<file path="src/hdl/tcu_pkg.sv">
package tcu_pkg;
   // register byte addresses on the apb bus
   localparam logic [7:0] ADDR_CTRL_A = 8'h00;
   localparam logic [7:0] ADDR_CTRL_B = 8'h04;
   localparam logic [7:0] ADDR_COUNT = 8'h08;
   localparam logic [7:0] ADDR_CMP_A = 8'h0C;
   localparam logic [7:0] ADDR_CMP_B = 8'h10;
   localparam logic [7:0] ADDR_IRQ_MASK = 8'h14;
   localparam logic [7:0] ADDR_IRQ_FLAG = 8'h18;
   localparam logic [7:0] ADDR_PIN_CTRL = 8'h1C;
   // control_reg_a fields
   localparam int ACT_A_POS = 6;
   localparam int ACT_B_POS = 4;
   localparam int WAVE_LO_POS = 0;
   // control_reg_b fields
   localparam int FORCE_A_POS = 7;
   localparam int FORCE_B_POS = 6;
   localparam int WAVE_HI_POS = 3;
   localparam int TICK_SEL_POS = 0;
   // irq flag / mask bit positions
   localparam int IRQ_OVF_POS = 0;
   localparam int IRQ_CMPA_POS = 1;
   localparam int IRQ_CMPB_POS = 2;
   // pin control: direction bits and general port levels
   localparam int DIR_A_POS = 0;
   localparam int DIR_B_POS = 1;
   localparam int PORT_A_POS = 2;
   localparam int PORT_B_POS = 3;
   localparam logic [7:0] RESET_BYTE = 8'h00;
   localparam logic [7:0] MAX_VAL = 8'hFF;
   localparam logic [7:0] BOTTOM_VAL = 8'h00;
   localparam logic [2:0] WM_NORMAL = 3'h0;
   localparam logic [2:0] WM_PC_FF = 3'h1;
   localparam logic [2:0] WM_CTC = 3'h2;
   localparam logic [2:0] WM_FAST_FF = 3'h3;
   localparam logic [2:0] WM_PC_CMP = 3'h5;
   localparam logic [2:0] WM_FAST_CMP = 3'h7;
endpackage

</file>
<file path="src/hdl/tcu_timer8.sv">
`timescale 1ns/1ps
`default_nettype none
module tcu_timer8 #(
   parameter int WIDTH = 8
) (
   input wire logic i_clk,
   input wire logic i_rst,
   input wire logic i_ce,
   input wire logic i_timer_tick,
   input wire logic i_psel,
   input wire logic i_penable,
   input wire logic i_pwrite,
   input wire logic [7:0] i_paddr,
   input wire logic [31:0] i_pwdata,
   output logic o_pready,
   output logic [31:0] o_prdata,
   output logic o_pslverr,
   input wire logic [2:0] i_irq_ack,
   output logic [2:0] o_irq_req,
   output logic [WIDTH-1:0] o_count_value,
   output logic o_wave_out_a,
   output logic o_wave_out_a_oe,
   output logic o_wave_out_b,
   output logic o_wave_out_b_oe
);
   logic [WIDTH-1:0] count_value_r;
   logic [WIDTH-1:0] count_value_nxt;
   logic count_down_r;
   logic [WIDTH-1:0] cmp_act_r [2];
   logic [WIDTH-1:0] cmp_buf_r [2];
   logic [1:0] action_r [2];
   logic [2:0] wave_mode_field;
   logic [2:0] tick_source_select_r;
   logic [2:0] irq_mask_r;
   logic [2:0] irq_flag_r;
   logic [3:0] pin_ctrl_r;
   logic [1:0] wave_r;
   logic [1:0] wave_mode_lo_r;
   logic wave_mode_hi_r;
   logic block_r;
   logic acc_wr;
   logic acc_rd;
   logic wr_count;
   logic tick;
   logic pwm_mode;
   logic phase_mode;
   logic [WIDTH-1:0] top_val;
   logic at_top;
   logic at_bottom;
   logic [1:0] match;
   logic [1:0] force_hit;
   logic ovf_set;
   logic [31:0] rd_mux;
   logic addr_ok;

   assign wave_mode_field = {wave_mode_hi_r, wave_mode_lo_r};
   assign tick = i_ce && i_timer_tick && (tick_source_select_r != 3'h0);
   assign acc_wr = i_psel && i_penable && i_pwrite && o_pready;
   assign acc_rd = i_psel && !i_penable && !i_pwrite;
   assign wr_count = i_ce && acc_wr && (i_paddr == tcu_pkg::ADDR_COUNT);
   assign pwm_mode = (wave_mode_field == tcu_pkg::WM_PC_FF) || (wave_mode_field == tcu_pkg::WM_FAST_FF)
      || (wave_mode_field == tcu_pkg::WM_PC_CMP) || (wave_mode_field == tcu_pkg::WM_FAST_CMP);
   assign phase_mode = (wave_mode_field == tcu_pkg::WM_PC_FF) || (wave_mode_field == tcu_pkg::WM_PC_CMP);
   // top is either max or compare a, by mode
   assign top_val = ((wave_mode_field == tcu_pkg::WM_CTC) || (wave_mode_field == tcu_pkg::WM_PC_CMP)
      || (wave_mode_field == tcu_pkg::WM_FAST_CMP)) ? cmp_act_r[0] : tcu_pkg::MAX_VAL;
   assign at_top = (count_value_r == top_val);
   assign at_bottom = (count_value_r == tcu_pkg::BOTTOM_VAL);

   ////////////////////////////////////////////////////////////////////////////
   // counter unit
   always_comb begin
      count_value_nxt = count_value_r;
      ovf_set = 1'b0;
      if (tick) begin
         unique case (wave_mode_field)
            tcu_pkg::WM_NORMAL: begin
               count_value_nxt = count_value_r + 1'b1;
               ovf_set = (count_value_r == tcu_pkg::MAX_VAL);
            end
            tcu_pkg::WM_CTC: begin
               count_value_nxt = at_top ? tcu_pkg::BOTTOM_VAL : count_value_r + 1'b1;
               ovf_set = (count_value_r == tcu_pkg::MAX_VAL);
            end
            tcu_pkg::WM_FAST_FF, tcu_pkg::WM_FAST_CMP: begin
               count_value_nxt = at_top ? tcu_pkg::BOTTOM_VAL : count_value_r + 1'b1;
               ovf_set = at_top;
            end
            tcu_pkg::WM_PC_FF, tcu_pkg::WM_PC_CMP: begin
               if (count_down_r && !at_bottom) begin
                  count_value_nxt = count_value_r - 1'b1;
               end else if (at_top) begin
                  count_value_nxt = count_value_r - 1'b1;
               end else begin
                  count_value_nxt = count_value_r + 1'b1;
               end
               ovf_set = at_bottom && count_down_r;
            end
            default: begin
               // reserved modes hold the counter
               count_value_nxt = count_value_r;
            end
         endcase
      end
      if (wr_count) begin
         count_value_nxt = i_pwdata[WIDTH-1:0];
      end
   end

   always_ff @(posedge i_clk or posedge i_rst) begin
      if (i_rst) begin
         count_value_r <= tcu_pkg::RESET_BYTE;
      end else begin
         count_value_r <= count_value_nxt;
      end
   end

   always_ff @(posedge i_clk or posedge i_rst) begin
      if (i_rst) begin
         count_down_r <= 1'b0;
      end else if (i_ce && !phase_mode) begin
         count_down_r <= 1'b0;
      end else if (tick) begin
         if (at_top) begin
            count_down_r <= 1'b1;
         end else if (at_bottom) begin
            count_down_r <= 1'b0;
         end
      end
   end

   // blocks matches until the next tick has passed, even if the timer is stopped
   always_ff @(posedge i_clk or posedge i_rst) begin
      if (i_rst) begin
         block_r <= 1'b0;
      end else if (wr_count) begin
         block_r <= 1'b1;
      end else if (tick) begin
         block_r <= 1'b0;
      end
   end

   ////////////////////////////////////////////////////////////////////////////
   // compare channels
   genvar ch;
   generate
      for (ch = 0; ch < 2; ch++) begin : g_ch
         logic [7:0] cmp_addr;
         assign cmp_addr = (ch == 0) ? tcu_pkg::ADDR_CMP_A : tcu_pkg::ADDR_CMP_B;
         assign match[ch] = tick && !block_r && (count_value_r == cmp_act_r[ch]);
         assign force_hit[ch] = i_ce && acc_wr && (i_paddr == tcu_pkg::ADDR_CTRL_B) && !pwm_mode
            && i_pwdata[(ch == 0) ? tcu_pkg::FORCE_A_POS : tcu_pkg::FORCE_B_POS];

         always_ff @(posedge i_clk or posedge i_rst) begin
            if (i_rst) begin
               cmp_buf_r[ch] <= tcu_pkg::RESET_BYTE;
            end else if (i_ce && acc_wr && (i_paddr == cmp_addr)) begin
               cmp_buf_r[ch] <= i_pwdata[WIDTH-1:0];
            end
         end

         always_ff @(posedge i_clk or posedge i_rst) begin
            if (i_rst) begin
               cmp_act_r[ch] <= tcu_pkg::RESET_BYTE;
            end else if (i_ce && !pwm_mode && acc_wr && (i_paddr == cmp_addr)) begin
               cmp_act_r[ch] <= i_pwdata[WIDTH-1:0];
            end else if (tick && pwm_mode && (phase_mode ? at_top : at_bottom)) begin
               cmp_act_r[ch] <= cmp_buf_r[ch];
            end
         end

         // wave output register; untouched by a mode change
         always_ff @(posedge i_clk or posedge i_rst) begin
            if (i_rst) begin
               wave_r[ch] <= 1'b0;
            end else if (force_hit[ch] || (match[ch] && !pwm_mode)) begin
               unique case (action_r[ch])
                  2'h0: wave_r[ch] <= wave_r[ch];
                  2'h1: wave_r[ch] <= !wave_r[ch];
                  2'h2: wave_r[ch] <= 1'b0;
                  2'h3: wave_r[ch] <= 1'b1;
               endcase
            end else if (match[ch] && pwm_mode && action_r[ch][1]) begin
               // pwm: clear on match (non-inverted), set when inverted; down-slope mirrors it
               wave_r[ch] <= action_r[ch][0] ^ (phase_mode && count_down_r);
            end else if (match[ch] && pwm_mode && action_r[ch] == 2'h1 && ch == 0
               && wave_mode_hi_r) begin
               wave_r[ch] <= !wave_r[ch];
            end else if (tick && pwm_mode && !phase_mode && at_top && action_r[ch][1]) begin
               wave_r[ch] <= !action_r[ch][0];
            end
         end
      end
   endgenerate

   ////////////////////////////////////////////////////////////////////////////
   // register file
   always_ff @(posedge i_clk or posedge i_rst) begin
      if (i_rst) begin
         action_r[0] <= 2'h0;
         action_r[1] <= 2'h0;
         wave_mode_lo_r <= 2'h0;
      end else if (i_ce && acc_wr && (i_paddr == tcu_pkg::ADDR_CTRL_A)) begin
         action_r[0] <= i_pwdata[tcu_pkg::ACT_A_POS +: 2];
         action_r[1] <= i_pwdata[tcu_pkg::ACT_B_POS +: 2];
         wave_mode_lo_r <= i_pwdata[tcu_pkg::WAVE_LO_POS +: 2];
      end
   end

   always_ff @(posedge i_clk or posedge i_rst) begin
      if (i_rst) begin
         wave_mode_hi_r <= 1'b0;
         tick_source_select_r <= 3'h0;
      end else if (i_ce && acc_wr && (i_paddr == tcu_pkg::ADDR_CTRL_B)) begin
         wave_mode_hi_r <= i_pwdata[tcu_pkg::WAVE_HI_POS];
         tick_source_select_r <= i_pwdata[tcu_pkg::TICK_SEL_POS +: 3];
      end
   end

   always_ff @(posedge i_clk or posedge i_rst) begin
      if (i_rst) begin
         irq_mask_r <= 3'h0;
         pin_ctrl_r <= 4'h0;
      end else if (i_ce && acc_wr) begin
         if (i_paddr == tcu_pkg::ADDR_IRQ_MASK) begin
            irq_mask_r <= i_pwdata[2:0];
         end
         if (i_paddr == tcu_pkg::ADDR_PIN_CTRL) begin
            pin_ctrl_r <= i_pwdata[3:0];
         end
      end
   end

   // sticky flags: a hardware set wins over a clear in the same cycle
   always_ff @(posedge i_clk or posedge i_rst) begin
      if (i_rst) begin
         irq_flag_r <= 3'h0;
      end else if (i_ce) begin
         irq_flag_r <= (irq_flag_r
            & ~((acc_wr && (i_paddr == tcu_pkg::ADDR_IRQ_FLAG)) ? i_pwdata[2:0] : 3'h0)
            & ~i_irq_ack)
            | {match[1], match[0], ovf_set};
      end
   end

   assign addr_ok = (i_paddr[1:0] == 2'h0) && (i_paddr <= tcu_pkg::ADDR_PIN_CTRL);
   always_comb begin
      rd_mux = 32'h0;
      unique case (i_paddr)
         tcu_pkg::ADDR_CTRL_A: rd_mux = {24'h0, action_r[0], action_r[1], 2'h0, wave_mode_lo_r};
         tcu_pkg::ADDR_CTRL_B: rd_mux = {28'h0, wave_mode_hi_r, tick_source_select_r};
         tcu_pkg::ADDR_COUNT: rd_mux = {24'h0, count_value_r};
         tcu_pkg::ADDR_CMP_A: rd_mux = {24'h0, pwm_mode ? cmp_buf_r[0] : cmp_act_r[0]};
         tcu_pkg::ADDR_CMP_B: rd_mux = {24'h0, pwm_mode ? cmp_buf_r[1] : cmp_act_r[1]};
         tcu_pkg::ADDR_IRQ_MASK: rd_mux = {29'h0, irq_mask_r};
         tcu_pkg::ADDR_IRQ_FLAG: rd_mux = {29'h0, irq_flag_r};
         tcu_pkg::ADDR_PIN_CTRL: rd_mux = {28'h0, pin_ctrl_r};
         default: rd_mux = 32'h0;
      endcase
   end

   // apb: read data registered in setup, pready one cycle later (no wait state)
   always_ff @(posedge i_clk or posedge i_rst) begin
      if (i_rst) begin
         o_pready <= 1'b0;
         o_prdata <= 32'h0;
         o_pslverr <= 1'b0;
      end else if (i_ce) begin
         o_pready <= i_psel && !i_penable;
         o_pslverr <= i_psel && !i_penable && !addr_ok;
         if (acc_rd) begin
            o_prdata <= rd_mux;
         end
      end
   end

   ////////////////////////////////////////////////////////////////////////////
   // outputs and pin override
   always_ff @(posedge i_clk or posedge i_rst) begin
      if (i_rst) begin
         o_irq_req <= 3'h0;
         o_count_value <= tcu_pkg::RESET_BYTE;
         o_wave_out_a <= 1'b0;
         o_wave_out_b <= 1'b0;
         o_wave_out_a_oe <= 1'b0;
         o_wave_out_b_oe <= 1'b0;
      end else if (i_ce) begin
         o_irq_req <= irq_flag_r & irq_mask_r;
         o_count_value <= count_value_r;
         o_wave_out_a <= (action_r[0] != 2'h0) ? wave_r[0] : pin_ctrl_r[tcu_pkg::PORT_A_POS];
         o_wave_out_b <= (action_r[1] != 2'h0) ? wave_r[1] : pin_ctrl_r[tcu_pkg::PORT_B_POS];
         o_wave_out_a_oe <= pin_ctrl_r[tcu_pkg::DIR_A_POS];
         o_wave_out_b_oe <= pin_ctrl_r[tcu_pkg::DIR_B_POS];
      end
   end

   ////////////////////////////////////////////////////////////////////////////
   // checks
   a_stop_holds: assert property (@(posedge i_clk) disable iff (i_rst)
      (tick_source_select_r == 3'h0 && !wr_count) |=> $stable(count_value_r))
      else $error("counter moved while stopped");
   a_write_wins: assert property (@(posedge i_clk) disable iff (i_rst)
      wr_count |=> count_value_r == $past(i_pwdata[WIDTH-1:0]))
      else $error("counter write lost");
   a_normal_wrap: assert property (@(posedge i_clk) disable iff (i_rst)
      (tick && !wr_count && wave_mode_field == 3'h0) |=> count_value_r == $past(count_value_r) + 8'h01)
      else $error("normal mode did not count up");
   a_ovf_normal: assert property (@(posedge i_clk) disable iff (i_rst)
      (tick && wave_mode_field == 3'h0 && count_value_r == 8'hFF) |=> irq_flag_r[0])
      else $error("overflow flag not set");
   // the tick cycle itself must be covered, so the bound is inclusive
   a_block_match: assert property (@(posedge i_clk) disable iff (i_rst)
      wr_count |=> (match == 2'h0) until_with tick)
      else $error("match after counter write");
   a_force_noflag: assert property (@(posedge i_clk) disable iff (i_rst)
      (force_hit[0] && !match[0] && !irq_flag_r[1]) |=> !irq_flag_r[1])
      else $error("force set a flag");
   a_flag_clear: assert property (@(posedge i_clk) disable iff (i_rst)
      (i_ce && i_irq_ack[1] && !match[0]) |=> !irq_flag_r[1])
      else $error("ack did not clear flag");
   a_idle_keep: assert property (@(posedge i_clk) disable iff (i_rst)
      (i_ce && action_r[0] == 2'h0 && !force_hit[0]) |=> $stable(wave_r[0]))
      else $error("wave changed with action zero");
   a_pin_dir: assert property (@(posedge i_clk) disable iff (i_rst)
      i_ce |=> o_wave_out_a_oe == $past(pin_ctrl_r[tcu_pkg::DIR_A_POS]))
      else $error("direction not followed");
   a_ovf_fast: assert property (@(posedge i_clk) disable iff (i_rst)
      (tick && at_top && (wave_mode_field == tcu_pkg::WM_FAST_FF || wave_mode_field == tcu_pkg::WM_FAST_CMP))
      |=> irq_flag_r[tcu_pkg::IRQ_OVF_POS])
      else $error("fast mode overflow flag not set at top");
   a_ctc_clear: assert property (@(posedge i_clk) disable iff (i_rst)
      (tick && !wr_count && wave_mode_field == tcu_pkg::WM_CTC && at_top)
      |=> count_value_r == tcu_pkg::BOTTOM_VAL)
      else $error("clear-on-match did not restart at compare a");
   a_buf_only: assert property (@(posedge i_clk) disable iff (i_rst)
      (i_ce && acc_wr && pwm_mode && !tick && i_paddr == tcu_pkg::ADDR_CMP_B) |=> $stable(cmp_act_r[1]))
      else $error("buffered compare write reached active value");
   a_cmp_direct: assert property (@(posedge i_clk) disable iff (i_rst)
      (i_ce && acc_wr && !pwm_mode && i_paddr == tcu_pkg::ADDR_CMP_A) |=> cmp_act_r[0] == $past(i_pwdata[WIDTH-1:0]))
      else $error("unbuffered compare write not applied");
   a_match_flag: assert property (@(posedge i_clk) disable iff (i_rst)
      (tick && !block_r && count_value_r == cmp_act_r[1]) |=> irq_flag_r[tcu_pkg::IRQ_CMPB_POS])
      else $error("compare b match did not set flag");
   a_port_pass: assert property (@(posedge i_clk) disable iff (i_rst)
      (i_ce && action_r[0] == 2'h0) |=> o_wave_out_a == $past(pin_ctrl_r[tcu_pkg::PORT_A_POS]))
      else $error("port level not passed with action zero");
   a_irq_follow: assert property (@(posedge i_clk) disable iff (i_rst)
      i_ce |=> o_irq_req == ($past(irq_flag_r) & $past(irq_mask_r)))
      else $error("interrupt request does not follow flag and mask");
endmodule // tcu_timer8
`default_nettype wire

</file>
<file path="config.mk">
export PLATFORM = sky130hd
export DESIGN_NAME = tcu_timer8
export DESIGN_NICKNAME = d
export VERILOG_FILES = /design/src/hdl/tcu_pkg.sv /design/src/hdl/tcu_timer8.sv
export SDC_FILE = /design/constraint.sdc
export NUM_CORES = 1
export LEC_CHECK = 0
export ABC_AREA = 1
export BUFFER_PORTS_ARGS = -buffer_cell sky130_fd_sc_hd__buf_2
export CAP_MARGIN = 20
export CORE_ASPECT_RATIO = 0.8
export CORE_MARGIN = 2
export CORE_UTILIZATION = 40
export DETAILED_ROUTE_END_ITERATION = 10
export SYNTH_ARGS = -nofsm -noshare
export SYNTH_HDL_FRONTEND = slang
export SYNTH_SLANG_ARGS = --single-unit
</file>
<file path="constraint.sdc">
create_clock -name i_clk -period 3.1 [get_ports i_clk]
set_input_delay 0.465 -clock i_clk [delete_from_list [all_inputs] [get_ports i_clk]]
set_output_delay 0.465 -clock i_clk [all_outputs]
set_load 0.02 [all_outputs]
</file>
# ---- Word level (Yosys, flattened, before mapping)
# Cells that the tools add are included.
dict set report word_totals {
  register_bits 113
  out_inout_bits 49
}
dict set report op_classes {
  n_addsub 2
  order_cmp 1
  n_eq_ne 24
  muxes 35
  bitwise 8
  n_reduce_logical 91
}
# cell count
set op_table {}
lappend op_table {{two-way mux 8 bit} 12}
lappend op_table {{one-hot mux 8 bit (8 select lines)} 1}
lappend op_table {{logical AND 1 bit} 44}
lappend op_table {{equality test 8 x 5 -> 1 bit, second input constant} 4}
lappend op_table {{equality test 8 bit} 3}
lappend op_table {{one-hot mux 8 bit (3 select lines)} 1}
lappend op_table {{two-way mux 1 bit} 17}
lappend op_table {{equality test 8 x 4 -> 1 bit, second input constant} 2}
lappend op_table {{zero test 8 bit} 2}
lappend op_table {{AND reduction 2 bit} 7}
lappend op_table {{nonzero test 2 bit} 6}
lappend op_table {{zero test 1 bit} 11}
lappend op_table {{AND 3 bit} 3}
lappend op_table {{one-hot mux 1 bit (3 select lines)} 3}
lappend op_table {{nonzero test 3 bit} 3}
lappend op_table {{adder 8 x 1 -> 8 bit, second input constant} 1}
lappend op_table {{equality test 2 bit, second input constant} 4}
lappend op_table {{equality test 8 x 3 -> 1 bit, second input constant} 1}
lappend op_table {{equality test 8 bit, second input constant} 1}
lappend op_table {{<= comparator 8 x 5 -> 1 bit, second input constant} 1}
lappend op_table {{logical OR 1 bit} 8}
lappend op_table {{nonzero test 4 bit} 2}
lappend op_table {{subtractor 8 x 1 -> 8 bit, second input constant} 1}
lappend op_table {{equality test 3 x 2 -> 1 bit, second input constant} 2}
lappend op_table {{other kinds (12)} 21}

# ---- Depth between registers and ports, before layout
dict set report depth {
  depth_word 12
  mapped_depth 15
}

# ---- Worst setup path before layout
# OpenSTA, ideal clock, no wires.
dict set report synth_path {
  path_kind {flip-flop to flip-flop}
  start {register count_value_r[1]}
  end {register cmp_act_r[1] (netlist bit)}
  setup_time_ns 0.132
  arrival_ns 1.819
  t_required_ns 2.968
  path_slack_ns 1.150
  stages_incl_launch_ff 12
  n_path_buf 2
  period_less_slack_ns 1.950
  path_cell_list {dfrtp_1 > clkbuf_2 > inv_1 > ha_1 > nor3b_1 > nand4_1 > a21oi_1 > a21boi_4 > nor2_2 > buf_6 > nand2_1 > o211ai_1}
}
dict set report synth_between {
  elab_chain_len 4
  elab_cells_between_ends 5
  cone_classes {eq/ne (1); mux (1); reduce/logical (3)}
}
# item line_no
set synth_lines {}
lappend synth_lines {{from (decl)} tcu_timer8.sv:26} ;# logic [WIDTH-1:0] count_value_r;
lappend synth_lines {{from (signal assigned)} tcu_timer8.sv:112} ;# count_value_r <= tcu_pkg::RESET_BYTE;
lappend synth_lines {{from (signal assigned)} tcu_timer8.sv:114} ;# count_value_r <= count_value_nxt;
lappend synth_lines {{equality test 8 bit / zero test 8 bit (equally long branches)} {tcu_timer8.sv:67, tcu_timer8.sv:68}}
lappend synth_lines {{two-way mux 1 bit (*)} tcu_timer8.sv:167} ;# end else if (tick && pwm_mode && (phase_mode ? at_top : at_bottom)) begin
lappend synth_lines {{logical AND 1 bit (*)} tcu_timer8.sv:167}
lappend synth_lines {{nonzero test 2 bit (no line) (*)} -}
lappend synth_lines {{to (signal, indexed assignment)} tcu_timer8.sv:164} ;# cmp_act_r[ch] <= tcu_pkg::RESET_BYTE;
lappend synth_lines {{to (signal, indexed assignment)} tcu_timer8.sv:166} ;# cmp_act_r[ch] <= i_pwdata[WIDTH-1:0];
lappend synth_lines {{to (signal, indexed assignment)} tcu_timer8.sv:168} ;# cmp_act_r[ch] <= cmp_buf_r[ch];
lappend synth_lines {{to (decl)} tcu_timer8.sv:29} ;# logic [WIDTH-1:0] cmp_act_r [2];
# Mark *: on every way between the ends. The rest lies on a longest branch, timed or not.
# A chain may end at the register's enable or synchronous reset.

# ---- Worst setup path in the final report
dict set report layout_path {
  start {register count_value_r[0]}
  end {register cmp_act_r[7] (netlist bit)}
}
# The elaborated chain is that of the path after synthesis.

==> summary.txt <==
Placement
  • GPL Wtd Cong: 0.936
  • Hpwl dp: about 12000 µm
  • IO buf count: 50

Routing
  • WL final: 16500 µm
  • Drt first pass iters: 5
  • Via count: a little over 5000
  • Final ANT Viol Nets: 0
  • Initial DRC Count: 531
  • Wire per inst: 16.2 µm
  • DRC viols: 0
  • Number of vias per cell: slightly above 5

Power and ir drop
  • Maximum vdd drop: 0.292 mV
  • Sw Share: a little under a quarter
  • Switch Pwr: 608 µW
  • Combinational Power Share: 6.2%
  • Flop pwr share: 45.2%
  • PwrDens: 415 nW/µm²
  • Internal power: approximately 2000 µW
  • Clock share of power: 48.6%
  • Leakage: 0.00328 µW

Critical path
  • Critical path endpoint category: flop
  • Crit-path cells: inv_2 > ha_1 > nor3b_1 > nand4_1 > a21oi_1 > a21boi_4 > nor2_2 > buf_4 > nand2_1 > o211ai_1
  • Flop-to-flop setup slack: 710 ps
  • Crit Path Max Fanout: 8
  • Crit path kind: reg -> reg
  • CP Data Arrival Time: 2600 ps
  • CP startpoint kind: flop
  • CP Data Required Time: 3310 ps
  • CP peak stage delay: between 500 and 600 ps
  • CP max-delay cell: dfrtp_1

GRT
  • Gr ovfl total: 0
  • GR Util All Layers: ~23%
  • Initial antenna violation count: 0
  • Largest net degree at the start of global routing: 43
  • First-pass GRT wire length: 25800 µm
  • Vias in the first global route: around 4700

Clock network
  • CTS tree: built
  • CTS Buf Count: 9
  • # clock sinks: 89
  • Worst-Skew Late Latency: 350 ps
  • Clock transition at the registers of the reported paths: 70 ps
  • Clock Path Buffers: 2
  • H-tree depth: 3
  • Root Buffer: clkbuf_16
  • Number of setup buffers added after CTS: 0
  • Cts hold-fix bufs: 0
  • PostCTS Resize Cnt: 0

Floorplanning
  • Cell Rows: 38
  • Core area: around 14000 µm²
  • Die height: approximately 110 µm
  • Initial Util: 41.1%
  • Horiz. Die Dim: 136 µm
  • Die ar.: about 15000 µm²
  • Ports: 99

Min path
  • Worst hold path class: in -> async

STA
  • RSZ-0062 raised after global routing: false
  • Achievable Freq: 0.419 GHz
  • Worst rel slew slack: about three fifths
  • Minimum clock period: around 2400 ps
  • Slew of the pin with the lowest slew margin: approximately 580 ps
  • Fin Setup TNS: 0 ps
  • Final Hold Vio Count: 0
  • Final Cycle Share: 77.0%
  • Layout Skew: 9.50 ps
  • Final slew viol count: 0
  • # setup viols final: 0
  • Hold Slack: 165 ps

Synthesis
  • Cells after Synth: 787
  • Yosys top cell area share: 39.7%
  • Register bit total from synthesis: 89
  • Top_reg_cell synth: dfrtp_1
  • Synth cell types: 45
  • Cell taking the most area after synthesis: dfrtp_1
  • Synthesized cell area: 5610 µm²
  • Sequential element share of the synthesized area: around two fifths
  • Synth Area per Inst: just over 7 µm²
  • Yosys warning total: 0
  • Async SR Flop Fraction: 100%
  • Post-synth EDFFs: 0
  • Area contributors post-synth: dfrtp_1, nand2_1, o21ai_0

Cells and area
  • Share of layout cells above drive strength 1: between 15 and 20%
  • Antenna diode count: 0
  • Most common cell after layout, fill and taps aside: nand2_1
  • Commonest non-fill, non-tap cells in the layout: nand2_1, dfrtp_1, o21ai_0
  • # nets final: roughly 890
  • Area grow syn2layout: 12.1%

Outcome
  • Status: complete, no violations

Run
  • Max-cap violations: 0
power groups by stage:
stage               Sequential [µW]  Combinational, µW  Clock, µW
finish                         1180                162       1270
global route                   1180                181       1330
CTS                            1180                164       1290
detailed placement             1200                163          0
global placement               1200                163          0
floorplan                      1200                119          0
cell families (layout without fill, tap and decap cells):
kind of cell,count (synthesis),after routing,synth area share [%]
other cells,1,24,0.0669
fa+ha+maj,3,3,0.669
compound gates,145,145,15.1
buf+inv,141,169,11.7
xor+xnor,16,16,2.50
flops,89,89,39.7
simple gates,392,392,30.3
through the flow:
| stage | utilization (%) | total power, µW | std cells | area, µm² | setup slack (ps) |
|---|---|---|---|---|---|
| finish | 46.1 | 2610 | 1018 | 6290 | 712 |
| global route | 46.1 | 2690 | 1018 | 6290 | 605 |
| CTS | 46.1 | 2630 | 1018 | 6290 | 761 |
| detailed placement | 43.6 | 1360 | 1002 | 5940 | 772 |
| global placement | 43.6 | 1360 | 1002 | 5940 | 771 |
| floorplan | - | 1320 | 810 | 5700 | 328 |
final timing paths:
check / endpoint / from / cells past startpoint
max reg2reg: cmp_act_r[7] / count_value_r[0] / 10
max: cmp_act_r[7] / count_value_r[0] / 10
max in group asynchronous: o_prdata[3] / i_rst / 3
min in group i_clk: o_pslverr / i_penable / 4
min: cmp_buf_r[15] / i_rst / 2
min reg2reg: o_prdata[1] / o_prdata[1] / 2
worst max-delay path: cells and delay by family, from the launching register on:
kind | cells | cell delay, ps
DFF | 1 | 530
AOI/OAI and AO/OA | 3 | 630
buffers and inverters | 2 | 410
adders and majority gates | 1 | 170
and+or+nand+nor | 4 | 500
sequential cells by signal, summed over array words and instances (netlist names), 2 cells and up:
| register | count |
|---|---|
| tick_source_select_r | 3 |
| pin_ctrl_r | 4 |
| o_prdata | 8 |
| wave_r | 2 |
| irq_flag_r | 3 |
| cmp_act_r | 16 |
| wave_mode_lo_r | 2 |
| count_value_r | 8 |
| action_r | 4 |
| o_count_value | 8 |
| irq_mask_r | 3 |
| o_irq_req | 3 |
| cmp_buf_r | 16 |
layer usage:
metal / global-route usage [%] / vias to the layer above / part of all wire, % / routed length (µm)
met3: 4.75 / 21 / 7.8 / 1290
met2: 33.1 / 183 / 42 / 6950
met4: 5.36 / 0 / 1.4 / 230
met1: 34.9 / 2402 / 49 / 8040
li1: - / 2585 / - / -
met5: 0 / - / 0 / 0
final cells by class:
class	count	area, µm²
clock buffer	10	229
clock inverter	6	115
fill	1447	7360
inverter	93	352
multi-input combinational	580	2810
sequential	89	2230
tap	180	225
timing repair buffer	60	325
cells in the mapped netlist, types with 2 or more instances:
master / count
nand2_1: 243
dfrtp_1: 89
o21ai_0: 86
inv_1: 80
nor2_1: 55
nand3_1: 42
buf_4: 28
a21oi_1: 16
xor2_1: 15
clkbuf_1: 14
inv_2: 13
nand4_1: 12
nor2_2: 9
o22ai_1: 7
a21oi_2: 6
nand2_2: 6
nor2_4: 6
nor3_1: 6
nand3b_1: 5
o21ai_1: 5
o211ai_1: 4
o21ai_2: 4
o221ai_1: 4
buf_2: 3
ha_1: 3
a211oi_1: 2
a221oi_1: 2
a31oi_1: 2
buf_6: 2
nand2_4: 2
or2_2: 2
Note: power is estimated with default switching activity, not from simulation.
